<file path="config.mk">
export PLATFORM = sky130hd
export DESIGN_NAME = etsr_top
export DESIGN_NICKNAME = d
export VERILOG_FILES = /design/src/inc/etsr_pkg.sv /design/src/design/etsr_top.sv /design/src/design/etsr_unit.sv
export VERILOG_INCLUDE_DIRS = /design/src /design/src/inc
export SDC_FILE = /design/constraint.sdc
export NUM_CORES = 1
export LEC_CHECK = 0
export BUFFER_PORTS_ARGS = -buffer_cell sky130_fd_sc_hd__buf_2
export CAP_MARGIN = 0
export CORE_MARGIN = 2
export CORE_UTILIZATION = 40
export DETAILED_ROUTE_END_ITERATION = 6
export REMOVE_ABC_BUFFERS = 1
export SLEW_MARGIN = 20
export SYNTH_ARGS = -nofsm -noshare
export SYNTH_HDL_FRONTEND = slang
export SYNTH_SLANG_ARGS = --single-unit
</file>
<file path="constraint.sdc">
create_clock -name clock -period 2.4 [get_ports clock]
set_input_delay 0.48 -clock clock [delete_from_list [all_inputs] [get_ports clock]]
set_output_delay 0.48 -clock clock [all_outputs]
set_load 0.05 [all_outputs]
</file>
<file path="src/inc/etsr_defines.svh">
`ifndef ETSR_DEFINES_SVH
`define ETSR_DEFINES_SVH

// =====================================================
// register offsets (byte addresses)
`define ETSR_OFF_CTRL 12'h550
`define ETSR_OFF_S1_NS 12'h554
`define ETSR_OFF_S1_SEC 12'h558
`define ETSR_OFF_S1_PHASE 12'h55c
`define ETSR_OFF_S2_NS 12'h560
`define ETSR_OFF_S2_SEC 12'h564
`define ETSR_OFF_S2_PHASE 12'h568
`define ETSR_OFF_S3_NS 12'h56c
`define ETSR_OFF_UNIT_INDEX 12'h600

// =====================================================
// field positions
`define ETSR_NS_MSB 29
`define ETSR_EDGE_BIT 30
`define ETSR_PHASE_MSB 2
`define ETSR_RISE_EN_BIT 7
`define ETSR_FALL_EN_BIT 6
`define ETSR_OVF_BIT 16
`define ETSR_CNT_LSB 17
`define ETSR_CNT_MSB 20
`define ETSR_UNIT_PTR_BIT 8

// =====================================================
// reset values and limits
`define ETSR_RST_WORD 32'h0000_0000
`define ETSR_CNT_MAX 4'hf
`define ETSR_NUM_SAMPLES 3

`endif

</file>
<file path="src/inc/etsr_pkg.sv">
`default_nettype none

package etsr_pkg;
    typedef enum logic [2:0] {
        ETSR_SLOT_0NS = 3'h0,
        ETSR_SLOT_8NS = 3'h1,
        ETSR_SLOT_16NS = 3'h2,
        ETSR_SLOT_24NS = 3'h3,
        ETSR_SLOT_32NS = 3'h4
    } etsr_slot_t;

    typedef struct packed {
        logic [31:0] seconds;
        logic [29:0] nanoseconds;
        logic [2:0] phase;
        logic polarity;
    } etsr_sample_t;
endpackage

`default_nettype wire

</file>
<file path="src/design/etsr_top.sv">
`timescale 1ns/100ps
`default_nettype none
`include "etsr_defines.svh"

module etsr_top #(
    parameter int NUM_UNITS = 2,
    parameter int NUM_SAMPLES = `ETSR_NUM_SAMPLES
) (
    input wire logic clock, // 10 MHz system clock
    input wire logic resetn, // async reset, active low
    input wire logic psel, // apb select
    input wire logic penable, // apb access phase
    input wire logic pwrite, // apb write
    input wire logic [11:0] paddr, // apb byte address
    input wire logic [31:0] pwdata, // apb write data
    output logic [31:0] prdata, // apb read data
    output logic pready, // apb ready
    output logic pslverr, // apb error, unmapped address
    input wire logic [NUM_UNITS-1:0] event_in, // event inputs, one per unit
    input wire logic [2:0] event_slot [NUM_UNITS], // 8 ns slot per unit
    input wire logic [31:0] now_seconds, // time of day, seconds
    input wire logic [29:0] now_nanoseconds // time of day, nanoseconds
);
    import etsr_pkg::*;

    // =====================================================
    // per-unit control and units
    logic [NUM_UNITS-1:0] rise_detect_enable;
    logic [NUM_UNITS-1:0] fall_detect_enable;
    logic unit_ptr;
    etsr_sample_t samples [NUM_UNITS][NUM_SAMPLES];
    logic [3:0] counts [NUM_UNITS];
    logic [NUM_UNITS-1:0] overflow;
    logic setup;
    logic wr_en;

    assign setup = psel & ~penable;
    assign wr_en = psel & penable & pwrite & pready;

    genvar u;
    generate
        for (u = 0; u < NUM_UNITS; u++) begin : g_unit
            etsr_unit #(.NUM_SAMPLES(NUM_SAMPLES)) u_unit (
                .clock(clock),
                .resetn(resetn),
                .event_in(event_in[u]),
                .event_slot(event_slot[u]),
                .now_seconds(now_seconds),
                .now_nanoseconds(now_nanoseconds),
                .rise_detect_enable(rise_detect_enable[u]),
                .fall_detect_enable(fall_detect_enable[u]),
                .samples(samples[u]),
                .detected_event_count(counts[u]),
                .overflow(overflow[u])
            );

            always_ff @(posedge clock or negedge resetn) begin
                if (!resetn) begin
                    rise_detect_enable[u] <= 1'b0;
                    fall_detect_enable[u] <= 1'b0;
                end else if (wr_en && paddr == `ETSR_OFF_CTRL && unit_ptr == 1'(u)) begin
                    rise_detect_enable[u] <= pwdata[`ETSR_RISE_EN_BIT];
                    fall_detect_enable[u] <= pwdata[`ETSR_FALL_EN_BIT];
                end
            end
        end
    endgenerate

    always_ff @(posedge clock or negedge resetn) begin
        if (!resetn) begin
            unit_ptr <= 1'b0;
        end else if (wr_en && paddr == `ETSR_OFF_UNIT_INDEX) begin
            unit_ptr <= pwdata[`ETSR_UNIT_PTR_BIT];
        end
    end

    // =====================================================
    // read decode
    function automatic logic is_mapped(input logic [11:0] a);
        case (a)
            `ETSR_OFF_CTRL, `ETSR_OFF_S1_NS, `ETSR_OFF_S1_SEC, `ETSR_OFF_S1_PHASE,
            `ETSR_OFF_S2_NS, `ETSR_OFF_S2_SEC, `ETSR_OFF_S2_PHASE, `ETSR_OFF_S3_NS,
            `ETSR_OFF_UNIT_INDEX: is_mapped = 1'b1;
            default: is_mapped = 1'b0;
        endcase
    endfunction

    function automatic logic [31:0] ns_word(input etsr_sample_t s);
        ns_word = {1'b0, s.polarity, s.nanoseconds};
    endfunction

    logic [31:0] next_prdata;
    etsr_sample_t sel [NUM_SAMPLES];

    always_comb begin
        for (int k = 0; k < NUM_SAMPLES; k++) begin
            sel[k] = samples[unit_ptr][k];
        end
    end

    always_comb begin
        next_prdata = `ETSR_RST_WORD;
        case (paddr)
            `ETSR_OFF_CTRL: begin
                next_prdata[`ETSR_CNT_MSB:`ETSR_CNT_LSB] = counts[unit_ptr];
                next_prdata[`ETSR_OVF_BIT] = overflow[unit_ptr];
                next_prdata[`ETSR_RISE_EN_BIT] = rise_detect_enable[unit_ptr];
                next_prdata[`ETSR_FALL_EN_BIT] = fall_detect_enable[unit_ptr];
            end
            `ETSR_OFF_S1_NS: next_prdata = ns_word(sel[0]);
            `ETSR_OFF_S1_SEC: next_prdata = sel[0].seconds;
            `ETSR_OFF_S1_PHASE: next_prdata = {29'h0, sel[0].phase};
            `ETSR_OFF_S2_NS: next_prdata = ns_word(sel[1]);
            `ETSR_OFF_S2_SEC: next_prdata = sel[1].seconds;
            `ETSR_OFF_S2_PHASE: next_prdata = {29'h0, sel[1].phase};
            `ETSR_OFF_S3_NS: next_prdata = ns_word(sel[2]);
            `ETSR_OFF_UNIT_INDEX: next_prdata[`ETSR_UNIT_PTR_BIT] = unit_ptr;
            default: next_prdata = `ETSR_RST_WORD;
        endcase
    end

    // =====================================================
    // apb answer: no wait state, data registered at setup
    always_ff @(posedge clock or negedge resetn) begin
        if (!resetn) begin
            pready <= 1'b0;
            pslverr <= 1'b0;
            prdata <= `ETSR_RST_WORD;
        end else begin
            pready <= setup;
            pslverr <= setup & ~is_mapped(paddr);
            // writes to sample words are dropped by the decode above
            prdata <= (setup && !pwrite) ? next_prdata : `ETSR_RST_WORD;
        end
    end

    // =====================================================
    // bus handshake checks
    // no wait state, so the master always finds pready in the first access cycle
    ready_one_a: assert property (@(posedge clock) disable iff (!resetn)
        setup |=> pready ##1 !pready)
        else $error("pready not one cycle after setup");
    ready_access_a: assert property (@(posedge clock) disable iff (!resetn)
        pready |-> psel && penable)
        else $error("pready outside an access phase");
    err_with_ready_a: assert property (@(posedge clock) disable iff (!resetn)
        pslverr |-> pready)
        else $error("pslverr without pready");
    idle_data_a: assert property (@(posedge clock) disable iff (!resetn)
        !pready |-> prdata == `ETSR_RST_WORD)
        else $error("read data outside ready cycle");
    unmapped_err_a: assert property (@(posedge clock) disable iff (!resetn)
        setup && !is_mapped(paddr) |=> pslverr && pready)
        else $error("unmapped address not refused");

    // =====================================================
    // register readout checks
    reserved_zero_a: assert property (@(posedge clock) disable iff (!resetn)
        pready && paddr == `ETSR_OFF_S1_PHASE |-> prdata[31:3] == 29'h0)
        else $error("phase reserved bits not zero");
    ns_top_a: assert property (@(posedge clock) disable iff (!resetn)
        pready && paddr == `ETSR_OFF_S2_NS |-> !prdata[31])
        else $error("nanoseconds bit 31 set");
    phase_code_a: assert property (@(posedge clock) disable iff (!resetn)
        pready && paddr == `ETSR_OFF_S2_PHASE |-> prdata[2:0] <= 3'h4)
        else $error("reserved phase code reported");
    sec_read_a: assert property (@(posedge clock) disable iff (!resetn)
        setup && !pwrite && paddr == `ETSR_OFF_S1_SEC
        |=> prdata == $past(samples[unit_ptr][0].seconds))
        else $error("seconds readout wrong");
    ns_read_a: assert property (@(posedge clock) disable iff (!resetn)
        setup && !pwrite && paddr == `ETSR_OFF_S3_NS
        |=> prdata == {1'b0, $past(samples[unit_ptr][2].polarity),
            $past(samples[unit_ptr][2].nanoseconds)})
        else $error("third nanoseconds readout wrong");
    phase_read_a: assert property (@(posedge clock) disable iff (!resetn)
        setup && !pwrite && paddr == `ETSR_OFF_S2_PHASE
        |=> prdata == {29'h0, $past(samples[unit_ptr][1].phase)})
        else $error("second phase readout wrong");
    status_read_a: assert property (@(posedge clock) disable iff (!resetn)
        setup && !pwrite && paddr == `ETSR_OFF_CTRL
        |=> prdata[`ETSR_CNT_MSB:`ETSR_CNT_LSB] == $past(counts[unit_ptr])
            && prdata[`ETSR_OVF_BIT] == $past(overflow[unit_ptr]))
        else $error("count or overflow readout wrong");
    ptr_read_a: assert property (@(posedge clock) disable iff (!resetn)
        setup && !pwrite && paddr == `ETSR_OFF_UNIT_INDEX
        |=> prdata[`ETSR_UNIT_PTR_BIT] == $past(unit_ptr))
        else $error("unit pointer readout wrong");

    // =====================================================
    // register write checks
    ptr_write_a: assert property (@(posedge clock) disable iff (!resetn)
        wr_en && paddr == `ETSR_OFF_UNIT_INDEX |=> unit_ptr == $past(pwdata[`ETSR_UNIT_PTR_BIT]))
        else $error("unit pointer not updated");
    enable_write_a: assert property (@(posedge clock) disable iff (!resetn)
        wr_en && paddr == `ETSR_OFF_CTRL && unit_ptr == 1'b0
        |=> rise_detect_enable[0] == $past(pwdata[`ETSR_RISE_EN_BIT]))
        else $error("rise enable not written");
    fall_write_a: assert property (@(posedge clock) disable iff (!resetn)
        wr_en && paddr == `ETSR_OFF_CTRL && unit_ptr == 1'b1
        |=> fall_detect_enable[1] == $past(pwdata[`ETSR_FALL_EN_BIT]))
        else $error("fall enable not written");
    // sample words have no write path at all; this checks such writes leave the enables and unit pointer unchanged
    ro_write_a: assert property (@(posedge clock) disable iff (!resetn)
        wr_en && paddr != `ETSR_OFF_CTRL && paddr != `ETSR_OFF_UNIT_INDEX
        |=> $stable(rise_detect_enable) && $stable(fall_detect_enable) && $stable(unit_ptr))
        else $error("write to read-only word changed state");

    read_s2_c: cover property (@(posedge clock) pready && paddr == `ETSR_OFF_S2_SEC);
    unit1_c: cover property (@(posedge clock) unit_ptr && pready && !pwrite);
    ovf_c: cover property (@(posedge clock) overflow[0]);
endmodule

`default_nettype wire

</file>
<file path="src/design/etsr_unit.sv">
`timescale 1ns/100ps
`default_nettype none
`include "etsr_defines.svh"

// one timestamp input unit: edge detect, sample store, event count
module etsr_unit #(
    parameter int NUM_SAMPLES = `ETSR_NUM_SAMPLES
) (
    input wire logic clock, // system clock
    input wire logic resetn, // async reset, active low
    input wire logic event_in, // synchronous event input
    input wire logic [2:0] event_slot, // 8 ns slot of the edge
    input wire logic [31:0] now_seconds, // time of day, seconds
    input wire logic [29:0] now_nanoseconds, // time of day, nanoseconds
    input wire logic rise_detect_enable, // capture rising edges
    input wire logic fall_detect_enable, // capture falling edges
    output var etsr_pkg::etsr_sample_t samples [NUM_SAMPLES], // stored samples
    output logic [3:0] detected_event_count, // events seen, saturating
    output logic overflow // enabled edge seen with count already at 15
);
    import etsr_pkg::*;

    logic last_in;
    logic rise;
    logic fall;
    logic capture;
    logic [2:0] clean_slot;

    assign rise = event_in & ~last_in & rise_detect_enable;
    assign fall = ~event_in & last_in & fall_detect_enable;
    assign capture = rise | fall;
    // reserved codes never reach the registers
    assign clean_slot = (event_slot > ETSR_SLOT_32NS) ? 3'h0 : event_slot;

    always_ff @(posedge clock or negedge resetn) begin
        if (!resetn) begin
            last_in <= 1'b0;
        end else begin
            last_in <= event_in;
        end
    end

    genvar i;
    generate
        for (i = 0; i < NUM_SAMPLES; i++) begin : g_slot
            always_ff @(posedge clock or negedge resetn) begin
                if (!resetn) begin
                    samples[i] <= '0;
                end else if (capture && detected_event_count == 4'(i)) begin
                    samples[i].seconds <= now_seconds;
                    samples[i].nanoseconds <= now_nanoseconds;
                    samples[i].phase <= clean_slot;
                    samples[i].polarity <= rise;
                end
            end
        end
    endgenerate

    always_ff @(posedge clock or negedge resetn) begin
        if (!resetn) begin
            detected_event_count <= 4'h0;
            overflow <= 1'b0;
        end else if (capture) begin
            if (detected_event_count == `ETSR_CNT_MAX) begin
                overflow <= 1'b1;
            end else begin
                detected_event_count <= detected_event_count + 4'h1;
            end
        end
    end

    sat_hold_a: assert property (@(posedge clock) disable iff (!resetn)
        capture && detected_event_count == 4'hf |=> detected_event_count == 4'hf && overflow)
        else $error("count left 15 on overflow");
    no_capture_a: assert property (@(posedge clock) disable iff (!resetn)
        !capture |=> $stable(detected_event_count))
        else $error("count moved without enabled edge");
    edge_sel_a: assert property (@(posedge clock) disable iff (!resetn)
        rise && detected_event_count == 4'h0 |=> samples[0].polarity)
        else $error("rising edge not marked");
    slot_clean_a: assert property (@(posedge clock) disable iff (!resetn)
        capture && detected_event_count == 4'h0 && event_slot > ETSR_SLOT_32NS
        |=> samples[0].phase == 3'h0)
        else $error("reserved phase code stored");
    first_cap_c: cover property (@(posedge clock) disable iff (!resetn)
        capture && detected_event_count == 4'h0);
endmodule

`default_nettype wire

</file>
==> Word-level counts from Yosys, hierarchy flattened <==
Index checks and enable logic that the tools add are counted.
{ "word_totals": {"memories": 0, "out_inout_bits": 34, "regBits": 447, "rom_bits": 0, "latchBits": 0, "ram_bits": 0, "input_bits": 119} }
{ "op_classes": {"n_reduce_logical": 19, "n_mux": 22, "div": 0, "bitwise_logic": 25, "add_sub_neg": 2, "n_shift": 0, "n_eq_ne": 15, "order_cmp": 4, "n_mul": 0} }
{ "ops": {"columns": ["op", "count"], "rows": [
  ["two-way mux 198 bit", 3],
  ["equality test 12 x 11 -> 1 bit (second input constant)", 9],
  ["case mux 11 bit (5 select lines)", 1],
  ["case mux 6 bit (7 select lines)", 1],
  ["case mux 7 bit (5 select lines)", 1],
  ["two-way mux 32 bit", 1],
  ["case mux 5 bit (6 select lines)", 1],
  ["AND 1 bit", 13],
  ["two-way mux 4 bit", 3],
  ["case mux 2 bit (6 select lines)", 1],
  ["logical AND 1 bit", 11],
  ["inverter 1 bit", 9],
  ["OR reduction 9 bit", 1],
  ["adder 4 x 1 -> 4 bit (second input constant)", 2],
  ["equality test 4 x 1 -> 1 bit (second input constant)", 2],
  ["equality test 4 x 2 -> 1 bit (second input constant)", 2],
  ["equality test 4 bit (second input constant)", 2],
  ["zero test 4 bit", 2],
  ["AND reduction 2 bit", 4],
  ["two-way mux 1 bit", 7],
  ["greater-than comparator 3 bit (second input constant)", 2],
  ["two-way mux 3 bit", 2],
  ["case mux 1 bit (6 select lines)", 1],
  [">= comparator 2 bit (second input constant)", 1],
  ["other kinds (4)", 5]
]} }

==> Depth between registers and ports, before layout <==
Gate-level depths: netlist of run 1.
{ "logic_depth": {"word_depth": 6, "ltp_mapped": 7, "ltp_nobuf": 5} }

==> By module <==
Synthesis of run 1 repeated with hierarchy kept, for this count alone.
{ "unflattened": {"cells_unflattened": 1365, "area_unflattened_um2": 20629.8} }
{ "modules_own_cells": {"columns": ["mod", "cells_per_inst", "seq_area_each_um2", "instances", "area_per_inst_um2"], "rows": [
  ["etsr_unit", 458, 5104.9, 2, 8217.9],
  ["etsr_top", 449, 975.9, 1, 4194.0]
]} }

==> Least setup slack after synthesis of run 1 <==
No wires, ideal clock.
{ "synth_timing": {"path_kind": "input to register", "startpoint": "input port paddr[1]", "endpoint": "register prdata[23]", "arrival_ps": 1896, "path_buffers": 2, "slack_ps": 422, "stages": 6, "setup_ps": 81, "path_cell_list": "or4b_1 -> buf_2 -> nor3_4 -> o31ai_2 -> buf_6 -> a31oi_2"} }
{ "synth_via": {"elab_chain_len": 3, "elab_cells_between_ends": 7, "cone_classes": "5 x eq/ne; 2 x mux"} }
{ "synth_lines": {"columns": ["item", "line", "text"], "rows": [
  ["start, declared", "etsr_top.sv:14", "input wire logic [11:0] paddr,"],
  ["equality test 12 x 11 -> 1 bit", "etsr_top.sv:103", "case (paddr)"],
  ["case mux 11 bit (5 select lines) (*)", "etsr_top.sv:103", null],
  ["two-way mux 32 bit (no line) (*)", null, null],
  ["end signal, assigned", "etsr_top.sv:128", "prdata <= `ETSR_RST_WORD;"],
  ["end signal, assigned", "etsr_top.sv:133", "prdata <= (setup && !pwrite) ? next_prdata : `ETSR_RST_WORD;"],
  ["end, declared", "etsr_top.sv:16", "output logic [31:0] prdata,"]
]} }
Mark *: on every way between the ends. The rest lies on a longest branch, timed or not.
A chain may end at the register's enable or synchronous reset.

==> Worst setup path in the final report of run 1 <==
{ "layout_timing": {"startpoint": "register rise_detect_enable[0]", "endpoint": "register g_unit[0].u_unit.samples[151] (netlist name)"} }
{ "layout_via": {"elab_chain_len": 3} }
{ "layout_lines": {"columns": ["item", "line", "text"], "rows": [
  ["start, declared", "etsr_top.sv:28", "logic [NUM_UNITS-1:0] rise_detect_enable;"],
  ["start signal, assigned by index", "etsr_top.sv:62", "rise_detect_enable[u] <= pwdata[`ETSR_RISE_EN_BIT];"],
  ["AND 1 bit", "etsr_unit.sv:29", "assign rise = event_in & ~last_in & rise_detect_enable;"],
  ["bitwise OR 1 bit", "etsr_unit.sv:31", "assign capture = rise | fall;"],
  ["logical AND 1 bit", "etsr_unit.sv:49", "end else if (capture && detected_event_count == 4'(i)) begin"]
]} }
No other way between the ends.

==> impl_metrics.prom, run 1 <==
# TYPE chip_impl_metric gauge
chip_impl_info{name="outcome",value="finished clean"} 1
chip_impl_info{name="critPathCaptureType",value="flip-flop"} 1
chip_impl_metric{name="vdd.ir_drop.worst",unit="uV"} 423
chip_impl_metric{name="coreArea",unit="um2"} 41900
chip_impl_metric{name="cts.path.max_buffers",unit=""} 3
chip_impl_metric{name="final_cells",unit=""} 1946
chip_impl_info{name="path_class",value="flip-flop to flip-flop"} 1
chip_impl_metric{name="floorplan.die.width",unit="um"} 210
chip_impl_metric{name="maximum_number_of_pins_on_one_net_before_global_route_repair",unit=""} 84
chip_impl_metric{name="grt_pass1_wl",unit="um"} 66100
chip_impl_metric{name="minimum_clock_period_after_layout",unit="ns"} 1.96
chip_impl_metric{name="finalMaxSlewViolations",unit=""} 0
chip_impl_info{name="crit_path_cell_trace",value="and3b_1 -> o211ai_1 -> buf_12 -> mux2_2"} 1
chip_impl_metric{name="drc",unit=""} 0
chip_impl_metric{name="cts_max_level",unit=""} 2
chip_impl_metric{name="worst_setup_hold_path_clk_slew",unit="ns"} 0.06
chip_impl_metric{name="num-nets-final",unit=""} 1498
chip_impl_metric{name="skew",unit="ns"} 0.0264
chip_impl_info{name="clock_root_cell",value="sky130_fd_sc_hd__clkbuf_16"} 1
chip_impl_metric{name="yosys.area.top_type_share",unit="%"} 55.6
chip_impl_metric{name="proportion_of_register_bits_with_asynchronous_set_or_reset_after_synthesis",unit="%"} 100
chip_impl_info{name="layout_common_cells",value="sky130_fd_sc_hd__dfrtp_1 (376), sky130_fd_sc_hd__mux2_2 (366), sky130_fd_sc_hd__buf_2 (122)"} 1
chip_impl_metric{name="clock_sink_count",unit=""} 377
chip_impl_metric{name="drt_wl_total",unit="um"} 41800
chip_impl_metric{name="met1Wirelength",unit="um"} 18300
chip_impl_metric{name="setup_viol_count_final",unit=""} 0
chip_impl_metric{name="first_global_vias",unit=""} 11356
chip_impl_metric{name="final_weighted_congestion_in_routability_driven_placement",unit=""} 0.776
chip_impl_metric{name="final_layout_size_suffix_gt1_share",unit="%"} 45.1
chip_impl_metric{name="grt_remaining_overflow",unit=""} 0
chip_impl_metric{name="worst_path_maximum_fanout",unit=""} 58
chip_impl_metric{name="synth_sequential_area_ratio",unit="%"} 55.6
chip_impl_metric{name="port_buffers",unit=""} 123
chip_impl_metric{name="cap_violations",unit=""} 0
chip_impl_metric{name="drt.antenna.violating_nets",unit=""} 0
chip_impl_metric{name="crit_arrival",unit="ns"} 2.38
chip_impl_metric{name="antenna_found_initial",unit=""} 5
chip_impl_metric{name="num_rows",unit=""} 75
chip_impl_metric{name="hold_violations",unit=""} 0
chip_impl_metric{name="synth.lib_cells_used.distinct",unit=""} 54
chip_impl_info{name="highest_layer",value="met5"} 1
chip_impl_info{name="crit_family",value="flip-flops"} 1
chip_impl_metric{name="numCtsBuffers",unit=""} 41
chip_impl_metric{name="syn_area",unit="um2"} 17000
chip_impl_metric{name="dr_total_vias",unit=""} 10562
chip_impl_metric{name="route.detailed.vias_per_inst",unit=""} 5.43
chip_impl_metric{name="cts_resized",unit=""} 0
chip_impl_metric{name="grt_use_total",unit="%"} 19.5
chip_impl_metric{name="drt-pass1-iter-count",unit=""} 5
chip_impl_info{name="synth_top_cells_by_area",value="sky130_fd_sc_hd__dfrtp_1 (56%), sky130_fd_sc_hd__mux2_2 (24%), sky130_fd_sc_hd__mux2i_1 (6.8%), sky130_fd_sc_hd__clkbuf_1 (1.2%), sky130_fd_sc_hd__nand2_1 (1.1%)"} 1
chip_impl_metric{name="drt_iter0_drc",unit=""} 529
chip_impl_metric{name="synth-seq-cells",unit=""} 377
chip_impl_metric{name="ys_warn_count",unit=""} 0
chip_impl_metric{name="num-fill-cells",unit=""} 3681
chip_impl_metric{name="timing.critical_path.buf_inv",unit=""} 1
chip_impl_info{name="biggest_area_consumer_among_synthesized_cells",value="sky130_fd_sc_hd__dfrtp_1"} 1
chip_impl_metric{name="min_period_over_period",unit="%"} 81.6
chip_impl_metric{name="power_density",unit="nW/um2"} 668
chip_impl_metric{name="routed-wl-met2",unit="um"} 20600
chip_impl_info{name="cts_tree",value="done"} 1
chip_impl_metric{name="start_util",unit="%"} 40.5
chip_impl_metric{name="synthToLayoutAreaGrowth",unit="%"} 19.2
chip_impl_metric{name="fmax",unit="GHz"} 0.510
chip_impl_info{name="min-delay-path-class",value="input port to flip-flop"} 1
chip_impl_metric{name="setup_slack",unit="ns"} 0.441
chip_impl_metric{name="place_inst",unit=""} 1866
chip_impl_metric{name="floorplan.io_pins",unit=""} 153
chip_impl_metric{name="p_total",unit="mW"} 13.5
chip_impl_metric{name="timing.critical_path.required",unit="ns"} 2.82
chip_impl_metric{name="crit_path_max_incr_delay",unit="ns"} 0.42
chip_impl_info{name="layout.cells.most_common",value="sky130_fd_sc_hd__dfrtp_1"} 1
chip_impl_metric{name="placement.setup.worst_slack",unit="ns"} 0.123
chip_impl_info{name="worstSetupStartpointType",value="flip-flop"} 1
chip_impl_metric{name="wl_met3",unit="um"} 1610
chip_impl_metric{name="avgSynthCellArea",unit="um2"} 13.9
chip_impl_metric{name="die_h",unit="um"} 210
chip_impl_metric{name="synthCells",unit=""} 1224
chip_impl_metric{name="synth_enable_flop_cells",unit=""} 0
chip_impl_metric{name="worst_pin_slew",unit="ns"} 0.625
chip_impl_info{name="synth-main-ff-cell",value="sky130_fd_sc_hd__dfrtp_1"} 1
chip_impl_metric{name="place_hpwl",unit="um"} 26000
chip_impl_metric{name="clk_latency",unit="ns"} 0.55
chip_impl_metric{name="wl_per_cell",unit="um"} 21.5
chip_impl_metric{name="floorplan.die_area",unit="um2"} 44100
chip_impl_metric{name="power.leakage",unit="nW"} 9.53
chip_impl_info{name="rsz0062_at_grt",value="false"} 1
chip_impl_info{name="worst_path_max_delay_cell",value="sky130_fd_sc_hd__dfrtp_1"} 1
chip_impl_metric{name="slew_margin_rel",unit="%"} 58.0
kinds of logic (layout without fill, tap and decap cells):
family,count (synthesis),after routing,synth area share [%]
other,0,3,0
buffers and inverters,80,260,1.91
and+or+nand+nor,123,123,4.14
adders and majority gates,8,8,0.590
xor gates and xnor gates,6,6,0.310
DFF,377,377,55.6
AOI/OAI and AO/OA,149,149,6.41
muxes,481,481,31.1
per-stage QoR:
stage / utilization (%) / hold WS [ns] / setup TNS, ns / cell area [um2]
after floorplan: - / 0.184 / -695.98 / 16700
after global placement: 44.7 / 0.387 / 0 / 18700
after detailed placement: 44.7 / 0.387 / 0 / 18700
after CTS: 48.2 / 0.0787 / 0 / 20200
after global routing: 48.2 / 0.0839 / 0 / 20200
final: 48.2 / 0.109 / 0 / 20200
cells in the mapped netlist, drive strengths merged (4+ instances only):
| cell | count |
|---|---|
| a21oi | 9 |
| a22oi | 23 |
| a31oi | 17 |
| and3b | 4 |
| buf | 19 |
| clkbuf | 57 |
| dfrtp | 377 |
| ha | 8 |
| inv | 4 |
| mux2 | 366 |
| mux2i | 115 |
| nand2 | 52 |
| nand2b | 7 |
| nand3 | 6 |
| nand3b | 4 |
| nand4 | 6 |
| nor2 | 12 |
| nor3 | 4 |
| nor4b | 4 |
| o211ai | 6 |
| o21ai | 25 |
| o22a | 6 |
| o22ai | 25 |
| o31a | 7 |
| o32a | 6 |
| o32ai | 18 |
| xnor2 | 6 |
layer usage:
layer	vias to the layer above	global-route usage, %
met3	73	3.02
met1	5458	25.4
met5	-	0
li1	4837	-
met4	2	6.65
met2	192	33.4
power by group:
part | leakage [nW] | internal (mW) | total (mW) | switching (mW)
Combinational | 3.56 | 0.106 | 0.376 | 0.269
Clock | 0.728 | 4.25 | 6.78 | 2.53
Sequential | 5.24 | 6.36 | 6.36 | 0.00274
path summary, 6_finish.rpt:
| kind | depth (start not counted) | startpoint | to | slack [ns] |
|---|---|---|---|---|
| min in group asynchronous | 2 | resetn | prdata[18] | 0.41 |
| worst min-delay path | 1 | event_in[1] | g_unit[1].u_unit.last_in | 0.11 |
| worst max register to register | 4 | rise_detect_enable[0] | g_unit[0].u_unit.samples[151] | 0.44 |
| worst min register to register | 1 | g_unit[1].u_unit.overflow | g_unit[1].u_unit.overflow | 0.48 |
| worst max-delay path | 4 | rise_detect_enable[0] | g_unit[0].u_unit.samples[151] | 0.44 |
| max in group asynchronous | 3 | resetn | g_unit[0].u_unit.samples[122] | 1.16 |
timing repair:
item	in CTS	in global routing
hold buffers	1	0
hold endpoints to repair	29	0
buffers inserted	0	0
layout make-up:
| cell class | count | area [um2] | share of cell area (%) |
|---|---|---|---|
| Clock buffer | 58 | 1200 | 5.94 |
| Timing Repair Buffer | 180 | 1390 | 6.89 |
| Tap cell | 539 | 674 | 3.33 |
| Multi-Input combinational cell | 767 | 7230 | 35.7 |
| Inverter | 4 | 15.0 | 0.0742 |
| Clock inverter | 18 | 272 | 1.34 |
| Antenna cell | 3 | 7.51 | 0.0371 |
| Sequential cell | 377 | 9440 | 46.6 |
flip-flops by register name (all words and copies together), names as in the netlist:
signal	cells
g_unit.u_unit.samples	326
g_unit.u_unit.last_in	2
rise_detect_enable	2
g_unit.u_unit.overflow	2
g_unit.u_unit.detected_event_count	8
unit_ptr	1
prdata	32
fall_detect_enable	2
pready	1
pslverr	1
Note: power is estimated with default switching activity, not from simulation.
==> run 2: changes to the inputs <==
clock period = 1.95 ns   (was 2.4 ns; I/O delays follow)
==> run 2 against run 1 <==
  * Power is 18% higher
  * Die area stayed put
  * Cell count increased by 2.8%
  * Count of clock-buffer cells in the layout grew 9
  * Clock power rose by 12%
  * Sequential cell count unchanged
  * Critical endpoint is now g_unit[1].u_unit.samples[146]
  * Cell area rose by 2.2%
  * First-iteration DRC count grew 9.1%
  * Wire length rose by 3.4%
==> impl_metrics.prom, run 2 (synthesis gave the netlist of run 1 again) <==
# TYPE chip_impl_metric gauge
chip_impl_metric{name="cap_violations",unit=""} 0
chip_impl_metric{name="multi_input_area",unit="um2"} 7230
chip_impl_metric{name="place_hpwl",unit="um"} 28100
chip_impl_metric{name="placement.setup.worst_slack",unit="ns"} -0.208
chip_impl_metric{name="drt-pass1-iter-count",unit=""} 5
chip_impl_metric{name="maximum_number_of_pins_on_one_net_before_global_route_repair",unit=""} 78
chip_impl_metric{name="cts_max_level",unit=""} 2
chip_impl_metric{name="fmax",unit="GHz"} 0.523
chip_impl_metric{name="crit_arrival",unit="ns"} 2.32
chip_impl_metric{name="grt_remaining_overflow",unit=""} 0
chip_impl_metric{name="power.share.combinational",unit="%"} 3.1
chip_impl_info{name="crit_path_cell_trace",value="dlygate4sd3_1 -> buf_2 -> and3b_1 -> o211ai_1 -> buf_4 -> buf_12 -> mux2_2"} 1
chip_impl_metric{name="final_layout_size_suffix_gt1_share",unit="%"} 46.5
chip_impl_metric{name="num-fill-cells",unit=""} 3684
chip_impl_metric{name="power.leakage",unit="nW"} 9.79
chip_impl_info{name="worst_path_max_delay_cell",value="sky130_fd_sc_hd__dlygate4sd3_1"} 1
chip_impl_metric{name="floorplan.die.width",unit="um"} 210
chip_impl_metric{name="die_h",unit="um"} 210
chip_impl_metric{name="flip_flop_count_of_the_largest_register_after_layout",unit=""} 326
chip_impl_info{name="cts_tree",value="done"} 1
chip_impl_info{name="setup.worst_path.start",value="event_in[1]"} 1
chip_impl_metric{name="drt.antenna.violating_nets",unit=""} 0
chip_impl_metric{name="final_cells",unit=""} 2000
chip_impl_info{name="max_flop_register",value="g_unit.u_unit.samples"} 1
chip_impl_metric{name="numCtsBuffers",unit=""} 41
chip_impl_metric{name="worst_path_maximum_fanout",unit=""} 25
chip_impl_metric{name="cts_resized",unit=""} 0
chip_impl_metric{name="p_int",unit="mW"} 12.5
chip_impl_metric{name="grt_use_total",unit="%"} 19.7
chip_impl_metric{name="port_buffers",unit=""} 123
chip_impl_metric{name="coreArea",unit="um2"} 41900
chip_impl_metric{name="cts.path.max_buffers",unit=""} 3
chip_impl_info{name="layout.cells.most_common",value="sky130_fd_sc_hd__dfrtp_1"} 1
chip_impl_metric{name="place_inst",unit=""} 1917
chip_impl_metric{name="power.sequential.fraction",unit="%"} 49.1
chip_impl_info{name="largest_registers",value="g_unit.u_unit.samples x326, prdata x32, g_unit.u_unit.detected_event_count x8"} 1
chip_impl_metric{name="drt_wl_total",unit="um"} 43200
chip_impl_info{name="outcome",value="finished clean"} 1
chip_impl_metric{name="drc",unit=""} 0
chip_impl_metric{name="p_sw_share",unit="%"} 21.5
chip_impl_metric{name="crit_path_max_incr_delay",unit="ns"} 0.53
chip_impl_metric{name="dr_total_vias",unit=""} 10991
chip_impl_metric{name="clk_latency",unit="ns"} 0.54
chip_impl_info{name="min-delay-path-class",value="input port to flip-flop"} 1
chip_impl_metric{name="vdd.ir_drop.worst",unit="uV"} 506
chip_impl_metric{name="num_rows",unit=""} 75
chip_impl_info{name="clock_root_cell",value="sky130_fd_sc_hd__clkbuf_16"} 1
chip_impl_metric{name="drt_iter0_drc",unit=""} 577
chip_impl_metric{name="floorplan.die_area",unit="um2"} 44100
chip_impl_metric{name="timing.critical_path.buf_inv",unit=""} 4
chip_impl_info{name="layout_common_cells",value="sky130_fd_sc_hd__dfrtp_1 (376), sky130_fd_sc_hd__mux2_2 (366), sky130_fd_sc_hd__buf_2 (122)"} 1
chip_impl_metric{name="min_period_over_period",unit="%"} 98.1
chip_impl_metric{name="regArea",unit="um2"} 9440
chip_impl_metric{name="finalMaxSlewViolations",unit=""} 0
chip_impl_metric{name="power.share.clock",unit="%"} 47.7
chip_impl_metric{name="hold_violations",unit=""} 0
chip_impl_metric{name="switchingPower",unit="mW"} 3.43
chip_impl_metric{name="start_util",unit="%"} 40.5
chip_impl_info{name="crit_family",value="buffers and inverters"} 1
chip_impl_info{name="hold_start",value="pwdata[8]"} 1
chip_impl_metric{name="worst_pin_slew",unit="ns"} 0.452
chip_impl_info{name="critPathCaptureType",value="flip-flop"} 1
chip_impl_metric{name="clock_sink_count",unit=""} 377
chip_impl_metric{name="utilization",unit="%"} 49.3
chip_impl_info{name="rsz0062_at_grt",value="false"} 1
chip_impl_metric{name="num-nets-final",unit=""} 1554
chip_impl_metric{name="route.detailed.vias_per_inst",unit=""} 5.50
chip_impl_metric{name="first_global_vias",unit=""} 11650
chip_impl_metric{name="wl_per_cell",unit="um"} 21.6
chip_impl_metric{name="power_density",unit="nW/um2"} 771
chip_impl_info{name="regToRegStartpoint",value="g_unit[1].u_unit.detected_event_count[0]"} 1
chip_impl_info{name="worstSetupStartpointType",value="input port"} 1
chip_impl_metric{name="worst_setup_hold_path_clk_slew",unit="ns"} 0.06
chip_impl_metric{name="grt_pass1_wl",unit="um"} 66900
chip_impl_metric{name="setup_viol_count_final",unit=""} 0
chip_impl_metric{name="minimum_clock_period_after_layout",unit="ns"} 1.91
chip_impl_info{name="path_class",value="input port to flip-flop"} 1
chip_impl_metric{name="timing.critical_path.required",unit="ns"} 2.35
chip_impl_metric{name="floorplan.io_pins",unit=""} 153
chip_impl_metric{name="skew",unit="ns"} 0.0273
chip_impl_metric{name="synthToLayoutAreaGrowth",unit="%"} 21.8
chip_impl_metric{name="setup_slack",unit="ns"} 0.0376
chip_impl_metric{name="slew_margin_rel",unit="%"} 69.9
chip_impl_metric{name="final_weighted_congestion_in_routability_driven_placement",unit=""} 0.770
chip_impl_metric{name="antenna_found_initial",unit=""} 6
==> run 2: cell count changes in the layout (fill, tap and decap cells not counted), moves of 2 or more <==
cell                            previous run  this run
sky130_fd_sc_hd__buf_4                    29        70
sky130_fd_sc_hd__bufinv_16                 7         1
sky130_fd_sc_hd__clkinv_2                  9         6
sky130_fd_sc_hd__buf_12                   27        39
sky130_fd_sc_hd__dlygate4sd3_1             1         3
sky130_fd_sc_hd__clkbuf_8                  7         9
sky130_fd_sc_hd__clkbuf_1                  8        15
==> run 2: worst paths after layout <==
path | endpoint | slack, ns | cells after the start
max in group asynchronous | g_unit[0].u_unit.samples[25] | 0.79 | 3
hold / removal | unit_ptr | 0.1 | 2
setup / recovery | g_unit[1].u_unit.samples[146] | 0.04 | 7
setup reg to reg | g_unit[1].u_unit.samples[146] | 0.09 | 6
hold reg to reg | g_unit[0].u_unit.overflow | 0.48 | 1
min in group asynchronous | g_unit[0].u_unit.samples[184] | 0.34 | 2
==> run 2: power by group through the flow <==
stage          Sequential (mW)  Combinational [mW]  Clock, mW
2_1_floorplan             7.98              0.0528          0
3_3_place_gp              7.97               0.495          0
3_5_place_dp              7.97               0.507          0
4_1_cts                   7.83               0.513       7.81
5_1_grt                   7.83               0.560       8.13
6_report                  7.83               0.499       7.61
==> run 2: layer usage <==
metal  GRT usage [%]  up-vias  routed length (um)
met3            3.01       85                1580
met1            25.8     5739               19100
met4            6.65        8                1230
met5               0        -                  50
li1                -     4964                   -
met2            33.6      195               21200
==> run 2: stage by stage <==
stage                     TNS (ns)  power, mW  hold WS (ns)  instance area [um2]
final                            0       15.9        0.0961                20700
after global routing             0       16.5        0.0982                20700
after CTS                        0       16.1        0.0695                20600
after detailed placement    -13.12       8.48         0.341                19300
after global placement      -13.15       8.47         0.341                19300
after floorplan            -834.77       8.04        0.0944                16700
==> run 2: layout make-up <==
class	instances	share of cell area (%)
diodes	2	0.0242
clock buffers	67	6.08
clock inverters	8	0.333
inverters	4	0.0726
multi-input cells	767	35.0
flip-flops and latches	377	45.6
well taps	539	3.26
repair buffers	236	9.61
==> run 2: what timing repair did <==
action | 4_1_cts | 5_1_grt
gates cloned | 0 | 1
setup endpoints to repair | 55 | 2
pin swaps | 1 | 0
setup buffers | 2 | 0
hold endpoints to repair | 42 | 0
hold buffers | 3 | 0
